File: src/atarc_pkg.sv
/*
  Constants, register map and carrier types of the ATA read-command handler.
  Assumes one 100 MHz clock and an APB master with 32-bit data.
*/
// How it works
// F8h fetches native max address, no data
// Host sets LBA bit for native query; the core ignores the LBA bit and always uses LBA addressing
// Host picks drive with device-select bit; the core takes commands whatever that bit holds
// Native max LBA lands in address registers
// 20h and 21h read 1 to 256 sectors
// Count zero means 256 sectors
// Read starts at given address, goes consecutive
// Per sector: busy, fill, request, interrupt
// Host reads 512 bytes per request
// Read error stops, failing address reported
// Flawed sector data stays in buffer
// 40h and 41h verify, never request data
// Verify: busy, then one completion interrupt
// Verify error stops, failing address reported
// Verify error leaves unverified count
// Any 1Xh completes as no-operation
// LBA built from head, high, mid, low
// Count decrements, address advances per sector
package atarc_pkg;

  localparam int ATARC_AW = 8;
  localparam int ATARC_LBA_W = 28;
  localparam int ATARC_CNT_W = 9;
  localparam int ATARC_WIDX_W = 7;
  localparam int ATARC_SECT_WORDS = 128;

  // Register byte offsets
  localparam logic [ATARC_AW-1:0] OFF_DATA = 8'h00;
  localparam logic [ATARC_AW-1:0] OFF_FEATURE = 8'h04;
  localparam logic [ATARC_AW-1:0] OFF_COUNT = 8'h08;
  localparam logic [ATARC_AW-1:0] OFF_ADDR_LOW = 8'h0c;
  localparam logic [ATARC_AW-1:0] OFF_ADDR_MID = 8'h10;
  localparam logic [ATARC_AW-1:0] OFF_ADDR_HIGH = 8'h14;
  localparam logic [ATARC_AW-1:0] OFF_DEV_HEAD = 8'h18;
  localparam logic [ATARC_AW-1:0] OFF_CMD_STAT = 8'h1c;
  localparam logic [ATARC_AW-1:0] OFF_IRQ_STS = 8'h20;
  localparam logic [ATARC_AW-1:0] OFF_IRQ_MASK = 8'h24;

  // Opcodes
  localparam logic [7:0] OP_NATIVE_MAX = 8'hf8;
  localparam logic [7:0] OP_READ_A = 8'h20;
  localparam logic [7:0] OP_READ_B = 8'h21;
  localparam logic [7:0] OP_VERIFY_A = 8'h40;
  localparam logic [7:0] OP_VERIFY_B = 8'h41;
  localparam logic [3:0] OP_RECAL_HI = 4'h1;

  // Field positions and fixed values
  localparam int IRQ_SECT = 0;
  localparam int IRQ_DONE = 1;
  localparam int IRQ_ERR = 2;
  localparam logic [ATARC_CNT_W-1:0] CNT_FULL = 9'h100;
  localparam logic [ATARC_CNT_W-1:0] CNT_ONE = 9'h001;
  localparam logic [ATARC_WIDX_W-1:0] WIDX_LAST = 7'h7f;
  localparam logic [ATARC_LBA_W-1:0] LBA_ONE = 28'h0000001;

  typedef enum logic [2:0] {
    ST_IDLE = 3'b001,
    ST_FETCH = 3'b010,
    ST_XFER = 3'b100
  } atarc_state_t;

  typedef struct packed {
    logic err;
    logic drq;
    logic busy;
  } atarc_stat_t;

  typedef struct packed {
    logic [3:0] head;
    logic [7:0] high;
    logic [7:0] mid;
    logic [7:0] low;
  } atarc_addr_t;

endpackage

File: src/atarc_core.sv
/*
  ATA read-command handler: task file on APB, sector buffer, media fetch port.
  Assumes the media port and NATIVE_MAX are driven by logic on CLK.
*/
// The APB interface to the registers and the address map were left to the implementer.
module atarc_core import atarc_pkg::*; (
  input wire logic CLK,
  input wire logic NRST,
  input wire logic PSEL,
  input wire logic PENABLE,
  input wire logic PWRITE,
  input wire logic [ATARC_AW-1:0] PADDR,
  input wire logic [31:0] PWDATA,
  output logic [31:0] PRDATA,
  output logic PREADY,
  output logic PSLVERR,
  output logic IRQ,
  output logic MED_REQ,
  output logic [ATARC_LBA_W-1:0] MED_LBA,
  input wire logic MED_VALID,
  input wire logic [31:0] MED_DATA,
  input wire logic MED_DONE,
  input wire logic MED_ERR,
  input wire logic [ATARC_LBA_W-1:0] NATIVE_MAX
);

  function automatic logic [ATARC_LBA_W-1:0] lba_of(input atarc_addr_t a);
    lba_of = {a.head, a.high, a.mid, a.low};
  endfunction

  function automatic logic is_op(input logic [7:0] op, input logic [7:0] a,
                                 input logic [7:0] b);
    is_op = (op == a) || (op == b);
  endfunction

  //////////////////////////////////////////////////////////////////////////////
  // Reset release

  logic [1:0] rst_sync_reg;
  logic rst_n;

  always_ff @(posedge CLK or negedge NRST) begin
    if (!NRST) begin
      rst_sync_reg <= 2'h0;
    end else begin
      rst_sync_reg <= {rst_sync_reg[0], 1'b1};
    end
  end
  assign rst_n = rst_sync_reg[1];

  //////////////////////////////////////////////////////////////////////////////
  // State

  atarc_state_t state_reg, state_next;
  atarc_addr_t addr_reg, addr_next;
  logic [7:0] feature_reg, count_reg, count_next, dh_top_reg;
  logic [ATARC_LBA_W-1:0] cur_lba_reg, cur_lba_next;
  logic [ATARC_CNT_W-1:0] remain_reg, remain_next;
  logic [ATARC_WIDX_W:0] widx_reg;
  logic [ATARC_WIDX_W-1:0] ridx_reg;
  logic verify_reg, err_reg, med_req_reg;
  logic [ATARC_LBA_W-1:0] med_lba_reg;
  logic [2:0] irq_sts_reg, irq_mask_reg, irq_set;
  logic [31:0] buf_mem [ATARC_SECT_WORDS];

  //////////////////////////////////////////////////////////////////////////////
  // Bus decode

  wire acc = PSEL && PENABLE;
  wire wr_acc = acc && PWRITE;
  wire rd_acc = acc && !PWRITE;
  wire [7:0] wbyte = PWDATA[7:0];
  wire idle = (state_reg == ST_IDLE);
  wire host_wr = wr_acc && idle;
  // Unmapped offsets answer PSLVERR and change nothing
  wire mapped = (PADDR == OFF_DATA) || (PADDR == OFF_FEATURE) || (PADDR == OFF_COUNT)
    || (PADDR == OFF_ADDR_LOW) || (PADDR == OFF_ADDR_MID) || (PADDR == OFF_ADDR_HIGH)
    || (PADDR == OFF_DEV_HEAD) || (PADDR == OFF_CMD_STAT) || (PADDR == OFF_IRQ_STS)
    || (PADDR == OFF_IRQ_MASK);

  // Command accepted only when idle; a write while busy is dropped
  wire cmd_wr = host_wr && (PADDR == OFF_CMD_STAT);
  wire cmd_native = cmd_wr && (wbyte == OP_NATIVE_MAX);
  wire cmd_read = cmd_wr && is_op(wbyte, OP_READ_A, OP_READ_B);
  wire cmd_verify = cmd_wr && is_op(wbyte, OP_VERIFY_A, OP_VERIFY_B);
  wire cmd_recal = cmd_wr && (wbyte[7:4] == OP_RECAL_HI);
  wire cmd_bad = cmd_wr && !cmd_native && !cmd_read && !cmd_verify && !cmd_recal;
  wire cmd_sect = cmd_read || cmd_verify;

  wire fetch_end = (state_reg == ST_FETCH) && MED_DONE;
  wire fetch_err = fetch_end && MED_ERR;
  wire fetch_ok = fetch_end && !MED_ERR;
  wire last = (remain_reg == CNT_ONE);
  wire data_rd = rd_acc && (PADDR == OFF_DATA) && (state_reg != ST_FETCH);
  wire host_last = data_rd && (state_reg == ST_XFER) && (ridx_reg == WIDX_LAST);
  wire ver_ok = fetch_ok && verify_reg;
  wire adv = ver_ok || host_last;
  wire refetch = adv && !last;

  atarc_stat_t stat;
  assign stat.busy = (state_reg == ST_FETCH);
  assign stat.drq = (state_reg == ST_XFER);
  assign stat.err = err_reg;

  //////////////////////////////////////////////////////////////////////////////
  // Next-state logic

  always_comb begin
    state_next = state_reg;
    unique case (state_reg)
      ST_IDLE: begin
        if (cmd_sect) begin
          state_next = ST_FETCH;
        end
      end
      ST_FETCH: begin
        if (fetch_err || (ver_ok && last)) begin
          state_next = ST_IDLE;
        end else if (fetch_ok && !verify_reg) begin
          state_next = ST_XFER;
        end
      end
      ST_XFER: begin
        if (host_last) begin
          state_next = last ? ST_IDLE : ST_FETCH;
        end
      end
      default: state_next = ST_IDLE;
    endcase
  end

  // Start from the task file, then walk consecutive sectors
  assign cur_lba_next = cmd_sect ? lba_of(addr_reg)
    : (adv ? cur_lba_reg + LBA_ONE : cur_lba_reg);
  assign remain_next = cmd_sect ? ((count_reg == 8'h00) ? CNT_FULL
    : {1'b0, count_reg}) : (adv ? remain_reg - CNT_ONE : remain_reg);

  // Device-side updates of the address block win over the host
  always_comb begin
    addr_next = addr_reg;
    count_next = count_reg;
    if (cmd_native) begin
      addr_next = NATIVE_MAX;
    end else if (fetch_err) begin
      addr_next = cur_lba_reg;
      count_next = remain_reg[7:0];
    end else if (host_wr) begin
      if (PADDR == OFF_ADDR_LOW) addr_next.low = wbyte;
      if (PADDR == OFF_ADDR_MID) addr_next.mid = wbyte;
      if (PADDR == OFF_ADDR_HIGH) addr_next.high = wbyte;
      if (PADDR == OFF_DEV_HEAD) addr_next.head = wbyte[3:0];
      if (PADDR == OFF_COUNT) count_next = wbyte;
    end
  end

  assign irq_set[IRQ_SECT] = fetch_ok && !verify_reg;
  assign irq_set[IRQ_DONE] = cmd_native || cmd_recal || (ver_ok && last);
  assign irq_set[IRQ_ERR] = fetch_err || cmd_bad;

  //////////////////////////////////////////////////////////////////////////////
  // Registers

  always_ff @(posedge CLK or negedge rst_n) begin
    if (!rst_n) begin
      state_reg <= ST_IDLE;
      addr_reg <= '0;
      count_reg <= 8'h00;
      feature_reg <= 8'h00;
      dh_top_reg <= 8'h00;
      cur_lba_reg <= '0;
      remain_reg <= '0;
      verify_reg <= 1'b0;
    end else begin
      state_reg <= state_next;
      addr_reg <= addr_next;
      count_reg <= count_next;
      cur_lba_reg <= cur_lba_next;
      remain_reg <= remain_next;
      if (host_wr && (PADDR == OFF_FEATURE)) feature_reg <= wbyte;
      if (host_wr && (PADDR == OFF_DEV_HEAD)) dh_top_reg <= {wbyte[7:4], 4'h0};
      if (cmd_wr) verify_reg <= cmd_verify;
    end
  end

  // Error flag: a new command clears it, an error sets it
  always_ff @(posedge CLK or negedge rst_n) begin
    if (!rst_n) begin
      err_reg <= 1'b0;
    end else if (fetch_err || cmd_bad) begin
      err_reg <= 1'b1;
    end else if (cmd_wr) begin
      err_reg <= 1'b0;
    end
  end

  // Media request pulses once per sector
  always_ff @(posedge CLK or negedge rst_n) begin
    if (!rst_n) begin
      med_req_reg <= 1'b0;
      med_lba_reg <= '0;
    end else begin
      med_req_reg <= cmd_sect || refetch;
      med_lba_reg <= cur_lba_next;
    end
  end
  assign MED_REQ = med_req_reg;
  assign MED_LBA = med_lba_reg;

  // Fill index saturates so surplus media words cannot overwrite the sector
  always_ff @(posedge CLK or negedge rst_n) begin
    if (!rst_n) begin
      widx_reg <= '0;
      ridx_reg <= '0;
    end else begin
      if (med_req_reg) begin
        widx_reg <= '0;
      end else if (MED_VALID && (state_reg == ST_FETCH) && !widx_reg[ATARC_WIDX_W]) begin
        widx_reg <= widx_reg + 1'b1;
      end
      if (fetch_end) begin
        ridx_reg <= '0;
      end else if (data_rd) begin
        ridx_reg <= ridx_reg + 1'b1;
      end
    end
  end

  // Buffer keeps the last fetched sector, flawed or not
  always_ff @(posedge CLK) begin
    if (MED_VALID && (state_reg == ST_FETCH) && !widx_reg[ATARC_WIDX_W]) begin
      buf_mem[widx_reg[ATARC_WIDX_W-1:0]] <= MED_DATA;
    end
  end

  // Sticky interrupt status: set beats a same-cycle write-one clear
  wire sts_clr = wr_acc && (PADDR == OFF_IRQ_STS);
  always_ff @(posedge CLK or negedge rst_n) begin
    if (!rst_n) begin
      irq_sts_reg <= 3'h0;
      irq_mask_reg <= 3'h0;
    end else begin
      irq_sts_reg <= (irq_sts_reg & ~(sts_clr ? PWDATA[2:0] : 3'h0)) | irq_set;
      if (wr_acc && (PADDR == OFF_IRQ_MASK)) irq_mask_reg <= PWDATA[2:0];
    end
  end
  assign IRQ = |(irq_sts_reg & irq_mask_reg);

  //////////////////////////////////////////////////////////////////////////////
  // Read mux; the buffer is read directly, so a read right after a fetch is never stale

  logic [31:0] rdata;
  always_comb begin
    rdata = 32'h0000_0000;
    unique case (PADDR)
      OFF_DATA: rdata = buf_mem[ridx_reg];
      OFF_FEATURE: rdata = {24'h000000, feature_reg};
      OFF_COUNT: rdata = {24'h000000, count_reg};
      OFF_ADDR_LOW: rdata = {24'h000000, addr_reg.low};
      OFF_ADDR_MID: rdata = {24'h000000, addr_reg.mid};
      OFF_ADDR_HIGH: rdata = {24'h000000, addr_reg.high};
      OFF_DEV_HEAD: rdata = {24'h000000, dh_top_reg[7:4], addr_reg.head};
      OFF_CMD_STAT: rdata = {29'h00000000, stat};
      OFF_IRQ_STS: rdata = {29'h00000000, irq_sts_reg};
      OFF_IRQ_MASK: rdata = {29'h00000000, irq_mask_reg};
      default: rdata = 32'h0000_0000;
    endcase
  end
  assign PRDATA = rdata;
  assign PREADY = 1'b1;
  assign PSLVERR = acc && !mapped;
endmodule // atarc_core

File: config.mk
export PLATFORM = sky130hd
export DESIGN_NAME = atarc_core
export DESIGN_NICKNAME = d
export VERILOG_FILES = /design/src/atarc_pkg.sv /design/src/atarc_core.sv
export SDC_FILE = /design/constraint.sdc
export NUM_CORES = 2
export LEC_CHECK = 0
export BUFFER_PORTS_ARGS = -buffer_cell sky130_fd_sc_hd__buf_2
export CORE_MARGIN = 8
export CORE_UTILIZATION = 35
export DETAILED_ROUTE_END_ITERATION = 7
export PLACE_DENSITY_LB_ADDON = 0.1
export SLEW_MARGIN = 20
export SYNTH_ARGS = -nofsm -noshare
export SYNTH_HDL_FRONTEND = slang
export SYNTH_SLANG_ARGS = --single-unit
File: constraint.sdc
create_clock -name CLK -period 6.2 [get_ports CLK]
set_clock_uncertainty 0.1 [all_clocks]
set_input_delay 0.31 -clock CLK [delete_from_list [all_inputs] [get_ports CLK]]
set_output_delay 0.31 -clock CLK [all_outputs]
set_load 0.1 [all_outputs]
# --- Word-level counts from Yosys, hierarchy flattened ---
# Memories as Yosys holds them, arrays and structs flattened.
# Cells that the tools add are included.
totals:
  n_memories: 1
  register_bits: 114
  output_inout_bits: 64
  ram_bits: 4096
  input_bits: 108
  elab_cells: 162
op_classes:
  reduce_logical: 79
  n_bitwise: 5
  n_eq_ne: 24
  n_mux: 31
  add_sub_neg: 4
memory_table:
  columns: ["memory", "words", "word_bits", "read_ports", "rd_clocked_by_memory_dff", "wr", "line_no", "rtl"]
  rows:
  - ["buf_mem", 128, 32, 1, 0, 1, "atarc_core.sv:64", "logic [31:0] buf_mem [ATARC_SECT_WORDS];"]
op_table:
  columns: ["cell", "n"]
  rows:
  - ["$pmux 32 s10", 1]
  - ["$mux 28", 5]
  - ["$mux 8", 8]
  - ["$eq 8x5->1 const B", 4]
  - ["$eq 8x6->1 const B", 4]
  - ["$logic_and 1x1->1", 31]
  - ["$add 28x1->28 const B", 1]
  - ["$mux 9", 3]
  - ["$logic_or 1x1->1", 18]
  - ["$eq 8x4->1 const B", 2]
  - ["$eq 8x7->1 const B", 2]
  - ["$logic_not 8->1", 2]
  - ["$mux 3", 5]
  - ["$reduce_bool 3->1", 5]
  - ["$mux 7", 2]
  - ["$reduce_bool 2->1", 6]
  - ["$logic_not 1->1", 10]
  - ["$eq 9x1->1 const B", 1]
  - ["$pmux 3 s3", 1]
  - ["$sub 9x1->9 const B", 1]
  - ["$add 8x1->8 const B", 1]
  - ["$eq 8x3->1 const B", 1]
  - ["$eq 8x8->1 const B", 1]
  - ["$reduce_and 2->1", 4]
  - ["other kinds (18)", 24]

# --- Logic depth before layout (Yosys ltp) ---
depth:
  word_depth: 12
  ltp_mapped: 12
  mapped_depth_nobuf: 7

# --- Worst setup path before layout ---
# No wires, ideal clock.
synth_timing:
  path_type: "reg2out"
  from: "register ridx_reg[0]"
  to: "output port PRDATA[3]"
  n_path_buf: 6
  t_required_ps: 5790
  t_arrival_ps: 4711
  path_slack_ps: 1079
  path_stages_with_launch: 12
  cell_sequence: "dfrtp_1 clkbuf_1 buf_4 buf_4 buf_2 buf_2 nor2_1 buf_2 a221oi_1 o21ai_0 a311o_1 a221oi_1"
synth_via:
  elab_chain_len: 2
synth_lines:
  columns: ["item", "line_no", "rtl"]
  rows:
  - ["start: declaration", "atarc_core.sv:60", "logic [ATARC_WIDX_W-1:0] ridx_reg;"]
  - ["start signal: assignment", "atarc_core.sv:223", "ridx_reg <= ridx_reg + 1'b1;"]
  - ["$mem_v2 128x32", null, null]
  - ["$pmux 32 s10", "atarc_core.sv:254", "unique case (PADDR)"]
  - ["end: declaration", "atarc_core.sv:14", "output logic [31:0] PRDATA,"]
# No other way between the ends.

# --- Worst setup path in the final report ---
layout_timing:
  from: "register ridx_reg[2]"
  to: "output port PRDATA[0]"
# The elaborated chain is that of the path after synthesis.

==> key figures <==
Outcome
  – Status: finished with violations
  – Failing checks: negative setup slack

Worst hold path
  – Beginning of the worst hold path: PWDATA[0]
  – Hold Crit Class: primary input to flop
  – Hold depth: 4

Timing
  – Fmax: 160 MHz
  – Fin crit period: 6.26 ns
  – RSZ-0062 raised after global routing: false
  – Worst-Margin Slew: 1.29 ns
  – Slew HR: 14.3%
  – Final Hold Vio Count: 0
  – Final setup fails: 1
  – Setup WS post-layout: -0.0560 ns
  – Final Max Tran Viols: 0
  – Tcrit/Tclk final: 101%

Logic synthesis
  – Most numerous cell in the Yosys netlist: edfxtp_1
  – Ys flop type: edfxtp_1
  – Yosys warns: 0
  – Area leader, netlist: edfxtp_1
  – EDFF count, synth: 4096
  – Syn_area_per_cell: 22.4 sq um
  – Yosys top cell area share: 75.6%
  – Sequential area share after synthesis: 77.4%
  – Top post-synthesis cells by area: edfxtp_1 (76%), mux4_2 (15%), dfrtp_1 (1.7%), mux2i_1 (1.5%), nor2_1 (0.55%)
  – Post-synth design cell area: 163000 sq um
  – Ys async rst share: 2.71%
  – Cells after Synth: 7260
  – Synth top cells by count: edfxtp_1 (4096), mux4_2 (1101), mux2i_1 (240), nor2_1 (238), nand2_1 (207)
  – Synthesis-stage register bit count: roughly 4200
  – Post-synth cell types: a little under 80

Worst setup path
  – Crit. Startpoint: ridx_reg[2]$_DFFE_PN0P_
  – Crit path kind: flop to primary output
  – Critical path data required time: 5.79 ns
  – CP Capture Type: primary output
  – Crit Reg-Reg Startpoint: state_reg[2]$_DFFE_PN0P_
  – Crit path launch type: flop
  – Arrival time at the worst endpoint: about 5.9 ns
  – R2r worst-path depth: 7
  – Max FO, Critical Path: 29

Global route
  – Antenna violations before repair: 62
  – First-pass GRT wire length: about 720 mm
  – Vias in the first global route: ~84000
  – Gr usage total: 21.1%
  – Gr ovfl total: 0
  – Largest net degree at the start of global routing: 98

Pwr
  – Clk pwr share: around 45%
  – Power Density: 309 nW/um^2
  – Sequential Power Share: 53.1%
  – Peak supply drop: 0.000264 V
  – Gate power share: roughly 2.0%
  – Internal power: 46700 uW
  – P_sw: 12100 uW
  – Sw frac: ~21%
  – LEAKAGE: 0.0580 uW

Die
  – Die height: 698 um
  – Core box area: 463000 sq um
  – Row cnt: between 200 and 300
  – Full die area: between 400000 and 500000 sq um
  – Num ports: 172
  – Initial Utilization: 35.1%
  – DIE WIDTH: 698 um

CTS
  – H-tree depth reported by CTS: 5
  – Num CTS Buffers: 455
  – CTS tree: yes
  – CTS clock-pin slew for the worst setup and hold paths: 0.06 ns
  – Clock buffer depth: 4
  – Sink Count: between 4000 and 5000
  – Worst-Skew Late Latency: 1.00 ns
  – Clock Tree Root: clkbuf_16

Placement
  – RePlAce Congestion: between 0.8 and 0.9
  – Buffers on Ports: 146
  – DP HPWL: 319 mm
  – Placed cell area: 175000 sq um
  – DP Cell Count: 13700

Run
  – # Max-Cap Violations: 0

Routing
  – Initial drt markers: ~9400
  – # DRC: 0
  – Avg WL per Cell: 35.8 um
  – Pre-Repair DR Iteration Count: 5
  – Detail Route Antenna Nets: 0
  – Routed wire length: 525 mm
  – DR vias/cell: 5.59
  – Vias after detailed routing: slightly above 80000

Final layout
  – Nets: 8159
  – Final Cell Area: 190000 sq um
  – Proportion of layout cells with a drive suffix above 1: 31.0%
  – Syn-to-layout area delta: 17.1%
  – Finished Layout Cells: 14600
  – Number of flip-flops in the largest register: 4096
  – Util after Layout: 41.1%
==> layout make-up <==
| cell class | count | area, sq um |
|---|---|---|
| Fill cell | 40500 | 273000 |
| Sequential cell | 4210 | 126000 |
| Multi-Input combinational cell | 2634 | 36200 |
| Clock buffer | 555 | 11800 |
| Tap cell | 6174 | 7720 |
| Timing Repair Buffer | 729 | 6180 |
| Clock inverter | 283 | 2520 |
| Antenna cell | 47 | 118 |
| Inverter | 16 | 72.6 |
==> worst paths after layout <==
kind | slack (ns) | end
min | 0.12 | irq_sts_reg[0]$_DFF_PN0_
max | -0.06 | PRDATA[0]
max reg2reg | 1.84 | buf_mem[125][20]$_DFFE_PP_
max in group asynchronous | 4.29 | addr_reg[11]$_DFFE_PN0P_
min reg2reg | 0.26 | rst_sync_reg[1]$_DFF_PN0_
min in group asynchronous | 0.34 | verify_reg$_DFFE_PN0P_
==> layout by cell type (no fill, tap or decap), types with 16 or more instances in the layout <==
cell type,Yosys,routed
buf_12,0,57
a221oi_1,35,34
clkinv_1,1,131
buf_4,7,461
mux2i_1,240,240
nor2b_1,20,16
a22oi_1,70,70
clkinv_2,0,77
bufinv_16,0,40
mux2_2,69,69
nor3_1,18,18
o22ai_1,34,34
xnor2_1,25,25
nand2_1,207,204
a31oi_1,20,19
dfrtp_1,113,105
clkbuf_1,187,94
a211oi_1,38,37
dlygate4sd3_1,0,98
nor2_1,238,102
and3_1,23,23
buf_2,126,111
edfxtp_1,4096,4096
o21ai_0,71,65
clkbuf_16,0,456
o21ai_1,20,25
mux4_2,1101,1101
nor2_4,0,131
nand3_1,52,46
o221ai_1,27,27
diode_2,0,47
a21oi_1,118,117
==> power groups by stage <==
stage	registers, uW	clock network (uW)	logic [uW]
4_1_cts	31200	27000	1190
3_3_place_gp	31800	0	1100
2_1_floorplan	31800	0	377
5_1_grt	31200	28100	1250
3_5_place_dp	31800	0	1130
6_report	31200	26400	1160
==> through the flow <==
| step | setup slack (ns) | power [uW] | hold WS (ns) | setup TNS, ns |
|---|---|---|---|---|
| 6_report | -0.0560 | 58800 | 0.117 | -0.0560 |
| 5_1_grt | 0.0412 | 60500 | 0.0842 | 0 |
| 4_1_cts | 0.00413 | 59500 | 0.00742 | 0 |
| 3_5_place_dp | 1.01 | 33000 | 0.00109 | 0 |
| 3_3_place_gp | 0.468 | 32900 | -0.00364 | 0 |
| 2_1_floorplan | 1.08 | 32200 | -0.0856 | 0 |
==> kinds of logic after synthesis <==
family | Yosys count | share of synthesized area, %
fa+ha+maj | 5 | 0.0385
xor+xnor | 36 | 0.194
compound gates | 549 | 2.35
mux | 1410 | 17.2
simple gates | 632 | 1.75
buf+inv | 417 | 1.08
other cells | 1 | 0.00231
flops | 4210 | 77.4
==> per-layer routing <==
layer,up-vias,part of all wire (%),track usage [%]
met5,-,0.024,0
met4,20,2.7,5.32
met3,605,6.6,3.52
met2,2917,47,33.7
met1,45700,44,30.1
li1,32600,-,-
==> timing repair <==
action	in CTS	in global routing
setup endpoints to repair	5	2
setup buffers	1	5
cloned	0	0
hold endpoints to repair	1854	0
hold buffers	98	0
pin swaps	0	0
resized for setup	1	2
==> critical path, cell delays in order (launching register included) <==
cell	delay, ns
dfrtp_4	0.89
nand3_1	0.77
buf_4	0.45
o22ai_1	0.19
a211oi_1	0.06
o21ai_0	0.42
a311oi_1	0.23
buf_4	0.21
o31ai_1	0.94
buf_2	0.59
(Power assumes the default switching activity.)
